### src/coupler_led_map.svh
// constants for the coupler status lamp driver
`ifndef COUPLER_LED_MAP_SVH
`define COUPLER_LED_MAP_SVH

// system clock
`define LED_CLK_HZ 40000000
// base pattern tick, milliseconds
`define LED_TICK_MS 50
// pattern frame length in ticks (1200 ms)
`define LED_PHASE_TICKS 24
// phase bit that gives 200 ms on / 200 ms off
`define LED_BLINK_BIT 2
// single flash: lit for the first ticks of a frame
`define LED_FLASH_TICKS 4
// activity stretch in ticks after the last frame pulse
`define LED_ACT_HOLD_TICKS 4
// lamp ports: 0 incoming, 1 outgoing, 2 backplane
`define LED_NUM_PORTS 3
`define LED_PORT_IN 0
`define LED_PORT_OUT 1
`define LED_PORT_BP 2

// state machine codes as reported by the protocol logic
`define ESM_INIT 4'h1
`define ESM_PREOP 4'h2
`define ESM_BOOT 4'h3
`define ESM_SAFEOP 4'h4
`define ESM_OP 4'h8

`endif

### src/coupler_led_pkg.sv
// types for the coupler status lamp driver
package coupler_led_pkg;

    typedef logic [3:0] esmState_t;

    typedef enum logic [4:0] {
        MODE_OFF = 5'h01,
        MODE_BLINK = 5'h02,
        MODE_FLASH = 5'h04,
        MODE_ON = 5'h08,
        MODE_FLICKER = 5'h10
    } runMode_t;

    typedef struct packed {
        logic link;
        logic act;
    } portFlags_t;

    typedef struct packed {
        logic run;
        logic [2:0] port;
    } lampDrive_t;

endpackage

### src/coupler_status_led_driver.sv
// lamp pattern generator and decoder for the coupler diagnostics
`timescale 1ns/1ps
`include "coupler_led_map.svh"

// Functional notes
// - init state keeps state lamp dark
// - pre-operational state blinks state lamp regularly
// - safe-operational gives repeating single short flash
// - operational state keeps state lamp lit
// - incoming lamp dark without incoming link
// - incoming lamp steady when linked, idle
// - incoming lamp blinks during incoming traffic
// - outgoing lamp dark without outgoing link
// - outgoing lamp steady when linked, idle
// - outgoing lamp blinks during outgoing traffic
// - backplane lamp dark without backplane connection
// - backplane lamp steady when connected, blinks active
module coupler_status_led_driver #(
    parameter int TICK_CYCLES =
        `LED_TICK_MS * (`LED_CLK_HZ / 1000)
)
(
    // clock, reset, enable
    input wire logic core_clk,
    input wire logic rst_b,
    input wire logic ce,
    // protocol and port status, same clock domain
    input wire coupler_led_pkg::esmState_t stateCode,
    input wire coupler_led_pkg::portFlags_t [`LED_NUM_PORTS-1:0] portFlags,
    // lamp drive, high lights the lamp
    output coupler_led_pkg::lampDrive_t lamps
);

    localparam int TICK_W = (TICK_CYCLES > 1) ? $clog2(TICK_CYCLES) : 1;
    localparam int PHASE_W = $clog2(`LED_PHASE_TICKS);

    // pattern timebase
    logic [TICK_W-1:0] tickCnt;
    logic [TICK_W-1:0] next_tickCnt;
    logic [PHASE_W-1:0] phase;
    logic [PHASE_W-1:0] next_phase;
    logic flickerPat;
    logic next_flickerPat;
    logic tick;
    logic blinkPat;
    logic flashPat;

    assign tick = (tickCnt == TICK_W'(TICK_CYCLES - 1));
    // derived from one frame counter so the shapes stay phase locked
    assign blinkPat = ~phase[`LED_BLINK_BIT];
    assign flashPat = (phase < PHASE_W'(`LED_FLASH_TICKS));

    always_comb
    begin
        next_tickCnt = tickCnt;
        next_phase = phase;
        next_flickerPat = flickerPat;
        if (ce)
        begin
            if (tick)
            begin
                next_tickCnt = '0;
                // flicker toggles every tick: four times the blink rate
                next_flickerPat = ~flickerPat;
                if (phase == PHASE_W'(`LED_PHASE_TICKS - 1))
                begin
                    next_phase = '0;
                end
                else
                begin
                    next_phase = phase + 1'b1;
                end
            end
            else
            begin
                next_tickCnt = tickCnt + 1'b1;
            end
        end
    end

    always_ff @(posedge core_clk)
    begin
        if (!rst_b)
        begin
            tickCnt <= '0;
            phase <= '0;
            flickerPat <= 1'b0;
        end
        else
        begin
            tickCnt <= next_tickCnt;
            phase <= next_phase;
            flickerPat <= next_flickerPat;
        end
    end

    // state lamp mode decode
    coupler_led_pkg::runMode_t runMode;
    logic next_run;
    logic runLamp;

    always_comb
    begin
        unique case (stateCode)
            `ESM_INIT: runMode = coupler_led_pkg::MODE_OFF;
            `ESM_PREOP: runMode = coupler_led_pkg::MODE_BLINK;
            `ESM_SAFEOP: runMode = coupler_led_pkg::MODE_FLASH;
            `ESM_OP: runMode = coupler_led_pkg::MODE_ON;
            `ESM_BOOT: runMode = coupler_led_pkg::MODE_FLICKER;
            // unknown codes stay dark rather than guess a state
            default: runMode = coupler_led_pkg::MODE_OFF;
        endcase
    end

    always_comb
    begin
        unique case (runMode)
            coupler_led_pkg::MODE_OFF: next_run = 1'b0;
            coupler_led_pkg::MODE_BLINK: next_run = blinkPat;
            coupler_led_pkg::MODE_FLASH: next_run = flashPat;
            coupler_led_pkg::MODE_ON: next_run = 1'b1;
            coupler_led_pkg::MODE_FLICKER: next_run = flickerPat;
            default: next_run = 1'b0;
        endcase
    end

    always_ff @(posedge core_clk)
    begin
        if (!rst_b)
        begin
            runLamp <= 1'b0;
        end
        else if (ce)
        begin
            runLamp <= next_run;
        end
    end

    // port lamps: incoming, outgoing, backplane
    logic [`LED_NUM_PORTS-1:0] actHeld;
    logic [`LED_NUM_PORTS-1:0] portLamp;

    // one driver for the whole output struct, fields come from flops
    assign lamps = {runLamp, portLamp};

    genvar gp;
    generate
        for (gp = 0; gp < `LED_NUM_PORTS; gp++)
        begin : g_port
            logic [2:0] actCnt;
            logic [2:0] next_actCnt;
            logic next_lamp;
            logic lit;

            assign actHeld[gp] = (actCnt != 3'h0);
            assign portLamp[gp] = lit;

            // a frame pulse may be one cycle; stretch it so it shows
            always_comb
            begin
                next_actCnt = actCnt;
                if (ce)
                begin
                    if (portFlags[gp].link && portFlags[gp].act)
                    begin
                        // a new pulse wins over the tick decrement
                        next_actCnt = 3'(`LED_ACT_HOLD_TICKS);
                    end
                    else if (!portFlags[gp].link)
                    begin
                        next_actCnt = 3'h0;
                    end
                    else if (tick && actHeld[gp])
                    begin
                        next_actCnt = actCnt - 1'b1;
                    end
                end
            end

            always_comb
            begin
                if (!portFlags[gp].link)
                begin
                    next_lamp = 1'b0;
                end
                else if (portFlags[gp].act || actHeld[gp])
                begin
                    next_lamp = blinkPat;
                end
                else
                begin
                    next_lamp = 1'b1;
                end
            end

            always_ff @(posedge core_clk)
            begin
                if (!rst_b)
                begin
                    actCnt <= 3'h0;
                    lit <= 1'b0;
                end
                else if (ce)
                begin
                    actCnt <= next_actCnt;
                    lit <= next_lamp;
                end
            end

            property p_port_dark;
                @(posedge core_clk) disable iff (!rst_b)
                (ce && !portFlags[gp].link) |=> !lamps.port[gp];
            endproperty
            a_port_dark: assert property (p_port_dark)
                else $error("port lamp lit without link");

            property p_port_steady;
                @(posedge core_clk) disable iff (!rst_b)
                (ce && portFlags[gp].link && !portFlags[gp].act
                    && !actHeld[gp]) |=> lamps.port[gp];
            endproperty
            a_port_steady: assert property (p_port_steady)
                else $error("linked idle port lamp not lit");

            property p_port_blink;
                @(posedge core_clk) disable iff (!rst_b)
                (ce && portFlags[gp].link && portFlags[gp].act)
                    |=> lamps.port[gp] == $past(blinkPat);
            endproperty
            a_port_blink: assert property (p_port_blink)
                else $error("active port lamp not following blink");

            property p_act_stretch;
                @(posedge core_clk) disable iff (!rst_b)
                (ce && portFlags[gp].link && portFlags[gp].act)
                    |=> actCnt == 3'(`LED_ACT_HOLD_TICKS);
            endproperty
            a_act_stretch: assert property (p_act_stretch)
                else $error("activity stretch not reloaded");

            c_port_active: cover property (@(posedge core_clk)
                disable iff (!rst_b)
                portFlags[gp].link ##1 portFlags[gp].act ##1 actHeld[gp]);
        end
    endgenerate

    // checks on the state lamp and timebase
    property p_init_dark;
        @(posedge core_clk) disable iff (!rst_b)
        (ce && stateCode == `ESM_INIT) |=> !lamps.run;
    endproperty
    a_init_dark: assert property (p_init_dark)
        else $error("state lamp lit in init");

    property p_preop_blink;
        @(posedge core_clk) disable iff (!rst_b)
        (ce && stateCode == `ESM_PREOP) |=> lamps.run == $past(blinkPat);
    endproperty
    a_preop_blink: assert property (p_preop_blink)
        else $error("state lamp not blinking in pre-operational");

    property p_safeop_flash;
        @(posedge core_clk) disable iff (!rst_b)
        (ce && stateCode == `ESM_SAFEOP) |=> lamps.run == $past(flashPat);
    endproperty
    a_safeop_flash: assert property (p_safeop_flash)
        else $error("state lamp not single flashing in safe-operational");

    property p_op_on;
        @(posedge core_clk) disable iff (!rst_b)
        (ce && stateCode == `ESM_OP) |=> lamps.run;
    endproperty
    a_op_on: assert property (p_op_on)
        else $error("state lamp dark in operational");

    property p_boot_flicker;
        @(posedge core_clk) disable iff (!rst_b)
        (ce && stateCode == `ESM_BOOT) |=> lamps.run == $past(flickerPat);
    endproperty
    a_boot_flicker: assert property (p_boot_flicker)
        else $error("state lamp not flickering in bootstrap");

    property p_flicker_toggle;
        @(posedge core_clk) disable iff (!rst_b)
        (ce && tick) |=> flickerPat != $past(flickerPat);
    endproperty
    a_flicker_toggle: assert property (p_flicker_toggle)
        else $error("flicker did not toggle on tick");

    property p_timebase;
        @(posedge core_clk) disable iff (!rst_b)
        tickCnt <= TICK_W'(TICK_CYCLES - 1)
            && phase <= PHASE_W'(`LED_PHASE_TICKS - 1);
    endproperty
    a_timebase: assert property (p_timebase)
        else $error("pattern counters out of range");

    property p_phase_wrap;
        @(posedge core_clk) disable iff (!rst_b)
        (ce && tick && phase == PHASE_W'(`LED_PHASE_TICKS - 1))
            |=> phase == '0;
    endproperty
    a_phase_wrap: assert property (p_phase_wrap)
        else $error("pattern frame did not wrap");

    property p_freeze;
        @(posedge core_clk) disable iff (!rst_b)
        !ce |=> tickCnt == $past(tickCnt) && lamps == $past(lamps);
    endproperty
    a_freeze: assert property (p_freeze)
        else $error("state moved while clock enable low");

    c_preop: cover property (@(posedge core_clk) disable iff (!rst_b)
        stateCode == `ESM_PREOP && lamps.run);
    c_safeop: cover property (@(posedge core_clk) disable iff (!rst_b)
        stateCode == `ESM_SAFEOP && tick && flashPat);
    c_boot: cover property (@(posedge core_clk) disable iff (!rst_b)
        stateCode == `ESM_BOOT && tick);

endmodule

### config.mk
export PLATFORM = sky130hd
export DESIGN_NAME = coupler_status_led_driver
export DESIGN_NICKNAME = d
export VERILOG_FILES = /design/src/coupler_led_pkg.sv /design/src/coupler_status_led_driver.sv
export VERILOG_INCLUDE_DIRS = /design/src
export SDC_FILE = /design/constraint.sdc
export NUM_CORES = 1
export LEC_CHECK = 0
export BUFFER_PORTS_ARGS = -buffer_cell sky130_fd_sc_hd__buf_2
export CAP_MARGIN = 5
export CELL_PAD_IN_SITES_DETAIL_PLACEMENT = 1
export CELL_PAD_IN_SITES_GLOBAL_PLACEMENT = 1
export CORE_UTILIZATION = 48
export DETAILED_ROUTE_END_ITERATION = 10
export GPL_ROUTABILITY_DRIVEN = 0
export GPL_TIMING_DRIVEN = 0
export PLACE_DENSITY_LB_ADDON = 0.1
export SLEW_MARGIN = 20
export SYNTH_ARGS = -nofsm -noshare
export SYNTH_HDL_FRONTEND = slang
export SYNTH_SLANG_ARGS = --single-unit
### constraint.sdc
create_clock -name core_clk -period 3.1 [get_ports core_clk]
set_input_delay 0.465 -clock core_clk [delete_from_list [all_inputs] [get_ports core_clk]]
set_output_delay 0.465 -clock core_clk [all_outputs]
set_load 0.01 [all_outputs]
==> summary.md <==
| Metric | Value |
|---|---|
| Status | finished, final reports clean |
| Synth-to-layout area growth | 10.4% |
| Remaining antenna violation count | 0 |
| Initial core utilization | around 50% |
| Slew @ Worst Pin | around 0.57 ns |
| Mapped Cells | about 260 |
| Post-cts sizing count | 0 |
| Core area | between 4000 and 5000 um^2 |
| Clock Latency Late Sink | 0.29 ns |
| GR Overflow Total | 0 |
| RSZ-0062 raised after global routing | false |
| Crit start category | flip-flop |
| Clock Path Buffers | 2 |
| Synthesized area | around 2200 um^2 |
| Post-CTS Setup Inserts | 0 |
| CP Max Fanout | 10 |
| Mux cell area share after synthesis | under 10% |
| CP Capture Type | flip-flop |
| Area leader, netlist | dfxtp_1 |
| 1st-pass router iterations | 4 |
| Vias per inst | between 5 and 6 |
| Synth Area in Simple Gates | between 20 and 30% |
| Initial DRC count | 62 |
| Synth cell types | between 40 and 50 |
| IO Port Bufs | 16 |
| Number of global-route vias before repair | slightly below 2,000 |
| Synth top area share | approximately 37% |
| Minimum clock period after layout | about 2.1 ns |
| Synth Warn # | 0 |
| DR WL met2 | between 2 and 2.5 mm |
| Primary FF master, synth | dfxtp_1 |
| Peak VDD IR | between 0.2 and 0.25 mV |
| Final setup viols | 0 |
| F_max | 474 MHz |
| Ant diodes | 0 |
| Min-delay worst type | in2reg |
| Synth Area in XOR/XNOR | about 5.6% |
| Clock Tree Root | clkbuf_8 |
| Fin area | between 2000 and 2500 um^2 |
| Number of H-tree levels | 2 |
| Nets | a little over 300 |
| Pre-CTS WS | a little under 0.9 ns |
| Detail Placement HPWL | roughly 3.8 mm |
| Mapped Nets | between 200 and 300 |
| Post-placement cell area | roughly 2300 um^2 |
| CTS tree | yes |
| Max-slew violations | 0 |
| Wire length per cell | around 16 um |
| Crit path kind | reg2reg |
| WL met1 | between 2 and 3 mm |
| Worst Path Required | roughly 3.3 ns |
| Leak pwr | between 0.8 and 0.9 nW |
| Async SR Flop Fraction | 0% |
| Die Y | between 60 and 70 um |
| Post-synthesis adder-cell area fraction | ~4.6% |
| Clock sinks | 40 |
| Post-CTS Hold Buffers | 0 |
| Mean Syn Cell Area | around 8.5 um^2 |
| Maxcap violations | 0 |
| Pwr/cell area | 386 nW/um^2 |
| Main area contributors after synthesis | dfxtp_1 (37%), ha_1 (4.6%), or4_1 (4.5%) |
| Largest family of logic cells by synthesized area | simple AND/OR/NAND/NOR gates |
| DR WL met3 | between 100 and 150 um |
| Final Hold Vio Count | 0 |
| TritonCTS Buffers | 5 |
| Fin crit share | about 68% |
| Synth Area in Compound Gates | 16.2% |
| Sequential area share after synthesis | between 30 and 40% |
| Largest net degree at the start of global routing | 13 |
| Fin Setup TNS | 0 ns |
| GRT Total Usage | 23.7% |
| Slew margin rel. | between 60 and 70% |
| Die Footprint | between 4000 and 5000 um^2 |
| Worst Skew | a little under 0.01 ns |
| Post-synthesis register bit count | 40 |
| First-pass GRT wire length | slightly above 9 mm |
| Fill cell count | around 540 |
| WP data arrival | around 2.3 ns |
| Post-synth EDFFs | 0 |
| Die X | 69.4 um |
| Rows | 24 |
| Io pins | 17 |
| Final worst setup slack | 0.990 ns |
| Share of layout cells above drive strength 1 | 12.8% |
| Initial antenna violation count | 0 |
| Highest Signal Layer | met4 |
| Detailed Route WL | between 5 and 6 mm |
| Clock slew at the register clock pins of the worst setup and hold paths | 0.08 ns |
| Via count | 1,948 |
| DRC Markers | 0 |
metrics by stage:
step / instances / utilization [%] / hold slack, ns / power, mW
after floorplan: 258 / - / 0.448 / 0.582
after global placement: 326 / 53.5 / 0.468 / 0.607
after detailed placement: 326 / 53.5 / 0.479 / 0.609
after CTS: 333 / 55.3 / 0.458 / 0.937
after global routing: 333 / 55.3 / 0.470 / 0.965
final: 333 / 55.3 / 0.456 / 0.929
worst paths after layout:
path	from	to	slack, ns	depth (start not counted)
max reg2reg	tickCnt[13]$_SDFFE_PN0P_	tickCnt[11]$_SDFFE_PN0P_	0.99	5
min reg2reg	tickCnt[20]$_SDFFE_PN0P_	tickCnt[20]$_SDFFE_PN0P_	0.49	2
min	stateCode[0]	runLamp$_SDFFE_PN0P_	0.46	3
max	tickCnt[13]$_SDFFE_PN0P_	tickCnt[11]$_SDFFE_PN0P_	0.99	5
synth_stat cells (2+ instances only):
cell type,instances
buf_6,2
o31ai_1,11
nand4_2,2
buf_4,4
mux2i_1,4
nand4_1,4
buf_2,2
or4_1,13
or3_1,7
o21ai_0,16
nor4_1,2
o311ai_0,2
inv_1,12
a21oi_1,19
dfxtp_1,40
ha_1,8
nor2b_1,4
o41ai_1,2
xnor2_1,6
xor2_1,8
nand2b_1,8
clkbuf_1,8
nand2_1,17
nor3_1,3
or4b_1,3
nor2_1,18
and3_1,3
nand3_1,12
o211ai_1,3
a31oi_1,4
layer usage:
metal | vias up | GRT usage (%)
met5 | - | 0
met4 | 0 | 6.58
met3 | 6 | 4.80
met2 | 22 | 40.0
met1 | 942 | 30.6
li1 | 978 | -
logic make-up (layout without fill, tap and decap cells):
family / count (synthesis) / in the layout
adders and majority gates: 8 / 8
AOI/OAI and AO/OA: 59 / 59
xor gates and xnor gates: 14 / 14
and+or+nand+nor: 104 / 104
buffers and inverters: 29 / 52
DFF: 40 / 40
muxes: 4 / 4
critical path, cell delays in order (launching register included):
cell and delay, ns:
dfxtp_1 0.39, nor4b_4 0.52, nand4_2 0.25, o21ai_1 0.29, clkbuf_1 0.42, nor2_1 0.11
power by group:
group | total, mW | internal [mW] | switching [mW]
logic | 0.0697 | 0.0296 | 0.0401
registers | 0.528 | 0.522 | 0.00615
clock network | 0.332 | 0.153 | 0.179
total | 0.929 | 0.704 | 0.226
area by class of cell:
class | instances | area (um^2) | area share, %
Buffer | 17 | 96.3 | 4.00
Clock buffer | 5 | 68.8 | 2.86
Clock inverter | 2 | 12.5 | 0.519
Inverter | 12 | 45.0 | 1.87
Multi-Input combinational cell | 189 | 1240 | 51.5
Sequential cell | 40 | 801 | 33.2
Tap cell | 52 | 65.1 | 2.70
Timing Repair Buffer | 16 | 80.1 | 3.32
state kept, by name (all words and copies together), names as in the netlist:
signal / cells
phase: 5
g_port.actCnt: 9
tickCnt: 21
flickerPat: 1
g_port.lit: 3
runLamp: 1
cells in the final DEF (no fill, tap or decap), drive strengths merged, types with 2 or more instances in the layout:
cell type and instances:
nand3 12, or4 13, nor2 18, nand2 17, buf 25, xor2 8
o311ai 2, nor3 3, and3 3, o41ai 2, o31ai 11, dfxtp 40
nand2b 8, mux2i 4, nor4 2, a21oi 19, inv 12, clkbuf 13
nand4 6, or4b 3, or3 7, xnor2 6, nor2b 4, a31oi 4
nor4b 2, ha 8, o21ai 17, o211ai 3
No activity file was read; power rests on OpenSTA's default activity.
